## src/design/tecnt_regs.vh

```
// register map, field positions, reset values and mode codes of the 16-bit timer/event counter
`ifndef TECNT_REGS_VH
`define TECNT_REGS_VH

// byte offsets in data memory
`define TECNT_ADDR_COUNT_HIGH 8'h20
`define TECNT_ADDR_COUNT_LOW 8'h21
`define TECNT_ADDR_CTRL 8'h22
`define TECNT_ADDR_RELOAD_HIGH 8'h23
`define TECNT_ADDR_RELOAD_LOW 8'h24
`define TECNT_ADDR_CONV_CTRL 8'h25

// counter_control fields
`define TECNT_CTRL_EDGE_BIT 3
`define TECNT_CTRL_RUN_BIT 4
`define TECNT_CTRL_MODE_LSB 5
`define TECNT_CTRL_MODE_MSB 7
// upper five bits after chip reset: mode 000, run 0, edge 1
`define TECNT_CTRL_MODE_RST 3'h0
`define TECNT_CTRL_RUN_RST 1'b0
`define TECNT_CTRL_EDGE_RST 1'b1

// converter_control fields
`define TECNT_CONV_OVSEL_BIT 0
`define TECNT_CONV_SEL_BIT 1
`define TECNT_CONV_OSC_LSB 2
`define TECNT_CONV_OSC_MSB 5
`define TECNT_CONV_OVSEL_RST 1'b0
`define TECNT_CONV_SEL_RST 1'b0
`define TECNT_CONV_OSC_RST 4'h8

// mode codes
`define TECNT_MODE_SYSCLK 3'h0
`define TECNT_MODE_SYSDIV4 3'h1
`define TECNT_MODE_RTC 3'h2
`define TECNT_MODE_CONVCLK 3'h3
`define TECNT_MODE_EVENT 3'h4
`define TECNT_MODE_PULSE 3'h5

// counting constants
`define TECNT_COUNT_MAX 16'hFFFF
`define TECNT_PRESCALE_LAST 2'h3

`endif

```

## src/design/tecnt_top.v

```verilog
// 16-bit timer/event counter with buffered byte access and RC converter pairing
`timescale 1ns/1ps
`include "tecnt_regs.vh"
module tecnt_top #(
	parameter ADDR_W = 8
) (
	core_clk, // system clock
	rstn, // chip reset, active low
	addr, // register address
	wr_data, // write data
	wr_stb, // write strobe
	rd_stb, // read strobe
	rtc_tick, // rtc time-out pulse, core_clk domain
	count_input_pin, // external count input, asynchronous
	rc_osc_clk, // external rc oscillation, asynchronous
	rd_data, // read data, cycle after rd_stb
	counter_irq_flag, // one-cycle overflow request
	converter_mode, // converter_select bit
	osc_select // rc oscillation arrangement
);
	input wire core_clk;
	input wire rstn;
	input wire [ADDR_W-1:0] addr;
	input wire [7:0] wr_data;
	input wire wr_stb;
	input wire rd_stb;
	input wire rtc_tick;
	input wire count_input_pin;
	input wire rc_osc_clk;
	output wire [7:0] rd_data;
	output wire counter_irq_flag;
	output wire converter_mode;
	output wire [3:0] osc_select;

	// reset synchroniser
	reg rst_s1_ff;
	reg rst_s2_ff;
	wire rst_n;

	always @(posedge core_clk or negedge rstn) begin
		if (!rstn) begin
			rst_s1_ff <= 1'b0;
			rst_s2_ff <= 1'b0;
		end else begin
			rst_s1_ff <= 1'b1;
			rst_s2_ff <= rst_s1_ff;
		end
	end
	assign rst_n = rst_s2_ff;

	// input synchronisers and edge history: channel 0 count pin, channel 1 rc clock
	// only the second flop and the edge-history flop behind it feed logic; the first may be metastable
	wire [1:0] async_in = {rc_osc_clk, count_input_pin};
	wire [1:0] sync_lvl;
	wire [1:0] sync_prev;
	genvar g;

	generate
		for (g = 0; g < 2; g = g + 1) begin : g_sync
			reg s1_ff;
			reg s2_ff;
			reg prev_ff;

			always @(posedge core_clk or negedge rst_n) begin
				if (!rst_n) begin
					s1_ff <= 1'b0;
					s2_ff <= 1'b0;
					prev_ff <= 1'b0;
				end else begin
					s1_ff <= async_in[g];
					s2_ff <= s1_ff;
					prev_ff <= s2_ff;
				end
			end

			assign sync_lvl[g] = s2_ff;
			assign sync_prev[g] = prev_ff;
		end
	endgenerate

	wire pin_lvl = sync_lvl[0];
	wire pin_prev = sync_prev[0];
	wire rc_lvl = sync_lvl[1];
	wire rc_prev = sync_prev[1];

	// control state
	reg [2:0] mode_ff;
	reg run_ff;
	reg edge_ff;
	reg ovsel_ff;
	reg conv_ff;
	reg [3:0] osc_ff;
	reg pw_busy_ff;
	reg [1:0] pre4_ff;
	reg irq_ff;
	reg [7:0] rd_data_ff;

	// data state, kept across every reset
	reg [15:0] cnt_ff;
	reg [15:0] reload_ff;
	reg [7:0] reload_lo_buf_ff;
	reg [7:0] cnt_lo_wbuf_ff;
	reg [7:0] cnt_lo_rbuf_ff;

	reg [2:0] nxt_mode;
	reg nxt_run;
	reg nxt_edge;
	reg nxt_ovsel;
	reg nxt_conv;
	reg [3:0] nxt_osc;
	reg nxt_pw_busy;
	reg nxt_irq;
	reg [7:0] nxt_rd_data;
	reg [15:0] nxt_cnt;
	reg [15:0] nxt_reload;
	reg [7:0] nxt_reload_lo_buf;
	reg [7:0] nxt_cnt_lo_wbuf;
	reg [7:0] nxt_cnt_lo_rbuf;

	// register decode
	wire sel_cnt_hi = (addr == `TECNT_ADDR_COUNT_HIGH);
	wire sel_cnt_lo = (addr == `TECNT_ADDR_COUNT_LOW);
	wire sel_ctrl = (addr == `TECNT_ADDR_CTRL);
	wire sel_rel_hi = (addr == `TECNT_ADDR_RELOAD_HIGH);
	wire sel_rel_lo = (addr == `TECNT_ADDR_RELOAD_LOW);
	wire sel_conv = (addr == `TECNT_ADDR_CONV_CTRL);

	// event qualification
	wire instr_tick = (pre4_ff == `TECNT_PRESCALE_LAST);
	wire pin_rise = pin_lvl & ~pin_prev;
	wire pin_fall = ~pin_lvl & pin_prev;
	wire pin_edge = edge_ff ? pin_fall : pin_rise;
	wire pin_active_lvl = edge_ff ? ~pin_lvl : pin_lvl;
	wire rc_rise = rc_lvl & ~rc_prev;

	reg internal_tick;
	reg a_tick;

	always @* begin
		case (mode_ff)
			`TECNT_MODE_SYSCLK: internal_tick = 1'b1;
			`TECNT_MODE_SYSDIV4: internal_tick = instr_tick;
			`TECNT_MODE_RTC: internal_tick = rtc_tick;
			default: internal_tick = 1'b0;
		endcase
	end

	always @* begin
		case (mode_ff)
			`TECNT_MODE_SYSCLK,
			`TECNT_MODE_SYSDIV4,
			`TECNT_MODE_RTC: a_tick = internal_tick;
			`TECNT_MODE_CONVCLK: a_tick = conv_ff ? 1'b0 : rc_rise;
			`TECNT_MODE_EVENT: a_tick = conv_ff ? 1'b0 : pin_edge;
			`TECNT_MODE_PULSE: a_tick = conv_ff ? 1'b0 :
				(pw_busy_ff & pin_active_lvl & instr_tick);
			default: a_tick = 1'b0;
		endcase
	end

	// timer b counts the rc clock only when paired as converter
	wire b_tick = conv_ff & rc_rise;
	wire a_ovf = run_ff & a_tick & (cnt_ff == `TECNT_COUNT_MAX);
	wire b_ovf = run_ff & b_tick & (reload_ff == `TECNT_COUNT_MAX);
	wire conv_ovf = ovsel_ff ? b_ovf : a_ovf;

	always @* begin
		nxt_mode = mode_ff;
		nxt_run = run_ff;
		nxt_edge = edge_ff;
		nxt_ovsel = ovsel_ff;
		nxt_conv = conv_ff;
		nxt_osc = osc_ff;
		nxt_pw_busy = pw_busy_ff;
		nxt_irq = 1'b0;
		nxt_cnt = cnt_ff;
		nxt_reload = reload_ff;
		nxt_reload_lo_buf = reload_lo_buf_ff;
		nxt_cnt_lo_wbuf = cnt_lo_wbuf_ff;

		// timer a
		if (run_ff && a_tick) begin
			if (cnt_ff == `TECNT_COUNT_MAX && !conv_ff) begin
				nxt_cnt = reload_ff;
			end else begin
				nxt_cnt = cnt_ff + 16'h0001;
			end
		end

		// timer b in converter pairing
		if (run_ff && b_tick) begin
			nxt_reload = reload_ff + 16'h0001;
		end

		if (conv_ff) begin
			if (conv_ovf) begin
				nxt_irq = 1'b1;
				nxt_run = 1'b0;
			end
		end else begin
			nxt_irq = a_ovf;
		end

		// pulse width: arm on active edge, stop when the level returns
		if (mode_ff == `TECNT_MODE_PULSE && !conv_ff && run_ff) begin
			if (!pw_busy_ff && pin_edge) begin
				nxt_pw_busy = 1'b1;
			end else if (pw_busy_ff && !pin_active_lvl) begin
				nxt_pw_busy = 1'b0;
				nxt_run = 1'b0;
			end
		end else begin
			nxt_pw_busy = 1'b0;
		end

		// software writes take priority over counting
		if (wr_stb) begin
			if (sel_cnt_lo) begin
				nxt_cnt_lo_wbuf = wr_data;
			end
			if (sel_cnt_hi) begin
				nxt_cnt = {wr_data, cnt_lo_wbuf_ff};
			end
			if (sel_rel_lo) begin
				nxt_reload_lo_buf = wr_data;
			end
			if (sel_rel_hi) begin
				nxt_reload = {wr_data, reload_lo_buf_ff};
				if (!run_ff && !conv_ff) begin
					nxt_cnt = {wr_data, reload_lo_buf_ff};
				end
			end
			if (sel_ctrl) begin
				nxt_mode = wr_data[`TECNT_CTRL_MODE_MSB:`TECNT_CTRL_MODE_LSB];
				nxt_run = wr_data[`TECNT_CTRL_RUN_BIT];
				nxt_edge = wr_data[`TECNT_CTRL_EDGE_BIT];
				nxt_pw_busy = 1'b0;
			end
			if (sel_conv) begin
				nxt_ovsel = wr_data[`TECNT_CONV_OVSEL_BIT];
				nxt_conv = wr_data[`TECNT_CONV_SEL_BIT];
				nxt_osc = wr_data[`TECNT_CONV_OSC_MSB:`TECNT_CONV_OSC_LSB];
			end
		end

	end

	// read mux; a count high read snapshots the low byte so a 16-bit read is not torn
	always @* begin
		nxt_rd_data = 8'h00;
		nxt_cnt_lo_rbuf = cnt_lo_rbuf_ff;
		if (rd_stb) begin
			case (1'b1)
				sel_cnt_hi: begin
					nxt_rd_data = cnt_ff[15:8];
					nxt_cnt_lo_rbuf = cnt_ff[7:0];
				end
				sel_cnt_lo: begin
					nxt_rd_data = cnt_lo_rbuf_ff;
				end
				sel_ctrl: begin
					nxt_rd_data = {mode_ff, run_ff, edge_ff, 3'h0};
				end
				sel_rel_hi: begin
					nxt_rd_data = reload_ff[15:8];
				end
				sel_rel_lo: begin
					nxt_rd_data = reload_ff[7:0];
				end
				sel_conv: begin
					nxt_rd_data = {2'h0, osc_ff, conv_ff, ovsel_ff};
				end
				default: begin
					// unmapped addresses read zero
					nxt_rd_data = 8'h00;
				end
			endcase
		end
	end

	// control registers: restored on every chip reset
	always @(posedge core_clk or negedge rst_n) begin
		if (!rst_n) begin
			mode_ff <= `TECNT_CTRL_MODE_RST;
			run_ff <= `TECNT_CTRL_RUN_RST;
			edge_ff <= `TECNT_CTRL_EDGE_RST;
			ovsel_ff <= `TECNT_CONV_OVSEL_RST;
			conv_ff <= `TECNT_CONV_SEL_RST;
			osc_ff <= `TECNT_CONV_OSC_RST;
			pw_busy_ff <= 1'b0;
			pre4_ff <= 2'h0;
			irq_ff <= 1'b0;
			rd_data_ff <= 8'h00;
		end else begin
			mode_ff <= nxt_mode;
			run_ff <= nxt_run;
			edge_ff <= nxt_edge;
			ovsel_ff <= nxt_ovsel;
			conv_ff <= nxt_conv;
			osc_ff <= nxt_osc;
			pw_busy_ff <= nxt_pw_busy;
			pre4_ff <= pre4_ff + 2'h1;
			irq_ff <= nxt_irq;
			rd_data_ff <= nxt_rd_data;
		end
	end

	// data registers: no reset, so a chip reset leaves them intact
	always @(posedge core_clk) begin
		cnt_ff <= nxt_cnt;
		reload_ff <= nxt_reload;
		reload_lo_buf_ff <= nxt_reload_lo_buf;
		cnt_lo_wbuf_ff <= nxt_cnt_lo_wbuf;
		cnt_lo_rbuf_ff <= nxt_cnt_lo_rbuf;
	end

	assign rd_data = rd_data_ff;
	assign counter_irq_flag = irq_ff;
	assign converter_mode = conv_ff;
	assign osc_select = osc_ff;

endmodule // tecnt_top

```

## config.mk

```make
export PLATFORM = sky130hd
export DESIGN_NAME = tecnt_top
export DESIGN_NICKNAME = d
export VERILOG_FILES = /design/src/design/tecnt_top.v
export VERILOG_INCLUDE_DIRS = /design/src /design/src/design
export SDC_FILE = /design/constraint.sdc
export NUM_CORES = 1
export LEC_CHECK = 0
export BUFFER_PORTS_ARGS = -buffer_cell sky130_fd_sc_hd__buf_2
export CAP_MARGIN = 20
export CORE_ASPECT_RATIO = 2
export CORE_MARGIN = 3
export CORE_UTILIZATION = 50
export CTS_CLUSTER_SIZE = 10
export DETAILED_ROUTE_END_ITERATION = 8
export HOLD_SLACK_MARGIN = 0.1
export PLACE_DENSITY = 0.78
export REMOVE_ABC_BUFFERS = 1
export SETUP_SLACK_MARGIN = 0.5
export SLEW_MARGIN = 10
export SYNTH_ARGS = -nofsm -noshare
export SYNTH_HDL_FRONTEND = slang
export SYNTH_SLANG_ARGS = --single-unit
```

## constraint.sdc

```tcl
create_clock -name core_clk -period 2.3 [get_ports core_clk]
set_clock_uncertainty 0.2 [all_clocks]
set_input_delay 0.46 -clock core_clk [delete_from_list [all_inputs] [get_ports core_clk]]
set_output_delay 0.46 -clock core_clk [all_outputs]
set_load 0.1 [all_outputs]
```

==> impl_metrics.yaml <==
critical_path:
  crit_fanout: 6
  cp_top_family: "compound AO/OA/AOI/OAI gates"
  r2r_cells: 7
  cp_cell_sequence: "and3b_1 > a21oi_2 > o22ai_4 > buf_6 > a31o_4 > a21oi_1 > a221oi_1"
  cp-start-kind: "flip-flop"
  slowest_stage: "dfstp_2"
  critPathMaxStageDelay_ps: 590
  crit_type: "reg -> reg"
  timing.rr.start: "edge_ff"
  critical_path_buf_inv_count: 1
  worstPathArrival_ps: 2180
  reg2reg_slack_ps: 170
  regToRegEndpoint: "cnt_ff[7]"
  cp.required_ps: 2350
  crit_path_end_kind: "flip-flop"
floorplanning:
  die_w_um: 72.1
  fp.dieH_um: 138
  core_um2: 8410
  die_area_um2: 9970
  ioPinCount: 37
  start_util_pct: 52.0
  row_count: 47
flow_run:
  cap_viol_max_count: 0
logic_synthesis:
  ys_warn_count: 0
  seq_area_frac_synth_pct: 48.9
  yosys-top-cells-area: "dfrtp_1 17%, edfxtp_1 16%, dfxtp_1 15%"
  netlist_top_cells_count: "61 x nand2_1, 32 x dfxtp_1, 29 x dfrtp_1"
  synth_area_um2: 4370
  synth_area_leader_cell: "dfrtp_1"
  synth-seq-cells: 87
  async_flop_share_pct: 35.6
  postSynthCellCount: 452
  yosys_most_used_dff: "dfxtp_1"
  synth_top_area_share_pct: 16.6
  synth_most_common_cell: "nand2_1"
  yosysUniqueCellTypes: 65
  synth_edf_count: 24
  syn_area_per_cell_um2: 9.68
layout:
  final_layout_size_suffix_gt1_share_pct: 43.7
  finalNonFillerCells: 670
  multiInputGateArea_um2: 2580
  register_area_um2: 2160
  antennaDiodeCount: 0
  final_area_um2: 6340
  area_growth_pct: 45.0
  fillers: 521
  fin_nets: 593
placement:
  dpl_cell_area_um2: 4990
  dp_hpwl_um: 10400
  gp_congestion: 0.983
  io_buffers: 36
  placed_cells: 615
  pre_cts_slack_ps: -211
timing:
  relSlewSlack_pct: 59.5
  min_period_ps: 2130
  worstMarginPinSlew_ps: 601
  fin_setup_tns_ps: 0
  finalSetupViolations: 0
  fmax_mhz: 469
  drv_slew: 0
  setup_slack_ps: 168
  rsz0062_at_grt: "yes"
  hold_viol: 0
  fin_crit_sh_pct: 92.7
global_routing:
  groute.usage.overall_pct: 32.4
  grt_pass1_wl_um: 24100
  use_met1_pct: 34.2
  grt-ovfl-total: 0
  grt_pass1_vias: 4452
  antenna_found_initial: 0
  top_usage_layer: "met2"
  use_met2_pct: 53.0
  global_route.usage.met3_pct: 6.25
  grt_max_degree: 30
detailed_routing:
  vias: 4429
  totalWireLength_um: 17100
  drc: 0
  drtIter0Drc: 434
  wl_per_cell_um: 25.5
  drtAntennaViolNets: 0
  dr.pass1.iters: 5
  post_drt_via_cell_ratio: 6.61
clock_tree:
  htree_levels: 3
  clk_pin_slew_ps: 60
  cts_buffers: 9
  cts_tree: "yes"
  cts.sinks: 87
  clkLatencyLatePin_ps: 340
  cts_root_buf: "clkbuf_16"
  cts.path.max_buffers: 2
min_path:
  hold_end: "g_sync[1].s2_ff"
  hold_path.class: "reg -> reg"
  whs_path_depth: 0
  min_from: "g_sync[1].s1_ff"
pwr:
  ir_drop_v: 0.000653
  p_leak_nw: 2.74
  power.total_mw: 4.88
  powerDensity_nw_per_um2: 770
outcome:
  status: "finished, final reports clean"
-- how the worst max path moves through the flow --
stage,depth (start not counted),from,end,slack (ps)
finish,7,edge_ff,cnt_ff[7],170
global route,7,edge_ff,cnt_ff[0],110
CTS,7,edge_ff,cnt_ff[0],270
detailed placement,8,addr[4],rd_data[5],-210
global placement,8,addr[4],rd_data[5],-200
floorplan,5,addr[4],reload_ff[0],-550
-- stage by stage --
stage	hold slack (ps)	utilization, %
after floorplan	-35.6	-
after global placement	44.8	59.3
after detailed placement	51.7	59.3
after CTS	155	70.7
after global routing	157	75.4
final	152	75.4
-- placed cells by master, fill, tap and decap left out, drive strengths merged, types with 4 or more instances in the layout --
master / netlist / final
a31oi: 4 / 4
inv: 11 / 15
a22oi: 4 / 4
dfrtp: 29 / 29
a31o: 1 / 4
a21oi: 23 / 23
o211a: 4 / 4
clkbuf: 13 / 11
edfxtp: 24 / 24
mux2: 12 / 12
nand2: 61 / 61
a41o: 5 / 5
a22o: 7 / 7
nand4: 13 / 13
buf: 12 / 122
xor2: 10 / 10
nand2b: 11 / 11
nand3: 16 / 16
dlygate4sd3: 0 / 4
mux2i: 6 / 6
nor4: 4 / 4
xnor2: 6 / 6
dfxtp: 32 / 32
and3: 11 / 11
nor2b: 8 / 8
o22ai: 4 / 4
and2: 4 / 4
o21ai: 51 / 51
nor2: 26 / 26
-- cell families after synthesis --
family | count (synthesis) | synth area share, %
flops | 87 | 48.9
other cells | 1 | 0.0857
fa+ha+maj | 3 | 0.858
simple gates | 169 | 20.8
xor+xnor | 16 | 3.20
mux | 18 | 4.46
buf+inv | 36 | 3.78
compound gates | 122 | 17.9
-- per-layer routing --
layer | vias up | part of all wire (%)
li1 | 1899 | -
met1 | 2095 | 32
met2 | 307 | 50
met3 | 128 | 7.3
met4 | 0 | 11
met5 | - | 0
-- flip-flops by register name, summed over array words and instances, names as in the netlist --
name,cells
cnt_ff,16
cnt_lo_rbuf_ff,8
cnt_lo_wbuf_ff,8
converter_mode,1
counter_irq_flag,1
edge_ff,1
g_sync.prev_ff,2
g_sync.s1_ff,2
g_sync.s2_ff,2
mode_ff,3
osc_select,4
ovsel_ff,1
pre4_ff,2
pw_busy_ff,1
rd_data,8
reload_ff,16
reload_lo_buf_ff,8
rst_n,1
rst_s1_ff,1
run_ff,1
-- timing repair --
item	CTS	global route
setup buffers	17	12
resized for setup	114	65
hold endpoints to repair	31	0
cloned	3	3
endpoints found under the setup margin	81	78
hold buffers	4	0
pin swaps	36	23
-- area by class of cell --
cell class	instances	share of cell area, %
multi-input combinational	332	40.7
sequential	87	34.1
timing repair buffer	126	17.6
clock buffer	11	4.01
tap	98	1.93
clock inverter	5	0.947
inverter	11	0.651
-- power by group --
part           leakage (nW)  internal (mW)  switching, mW  total [mW]
Sequential            0.881           1.82          0.324        2.15
Clock                 0.157          0.917          0.616        1.53
Combinational          1.70          0.530          0.673        1.20
No activity file was read; power rests on OpenSTA's default activity.
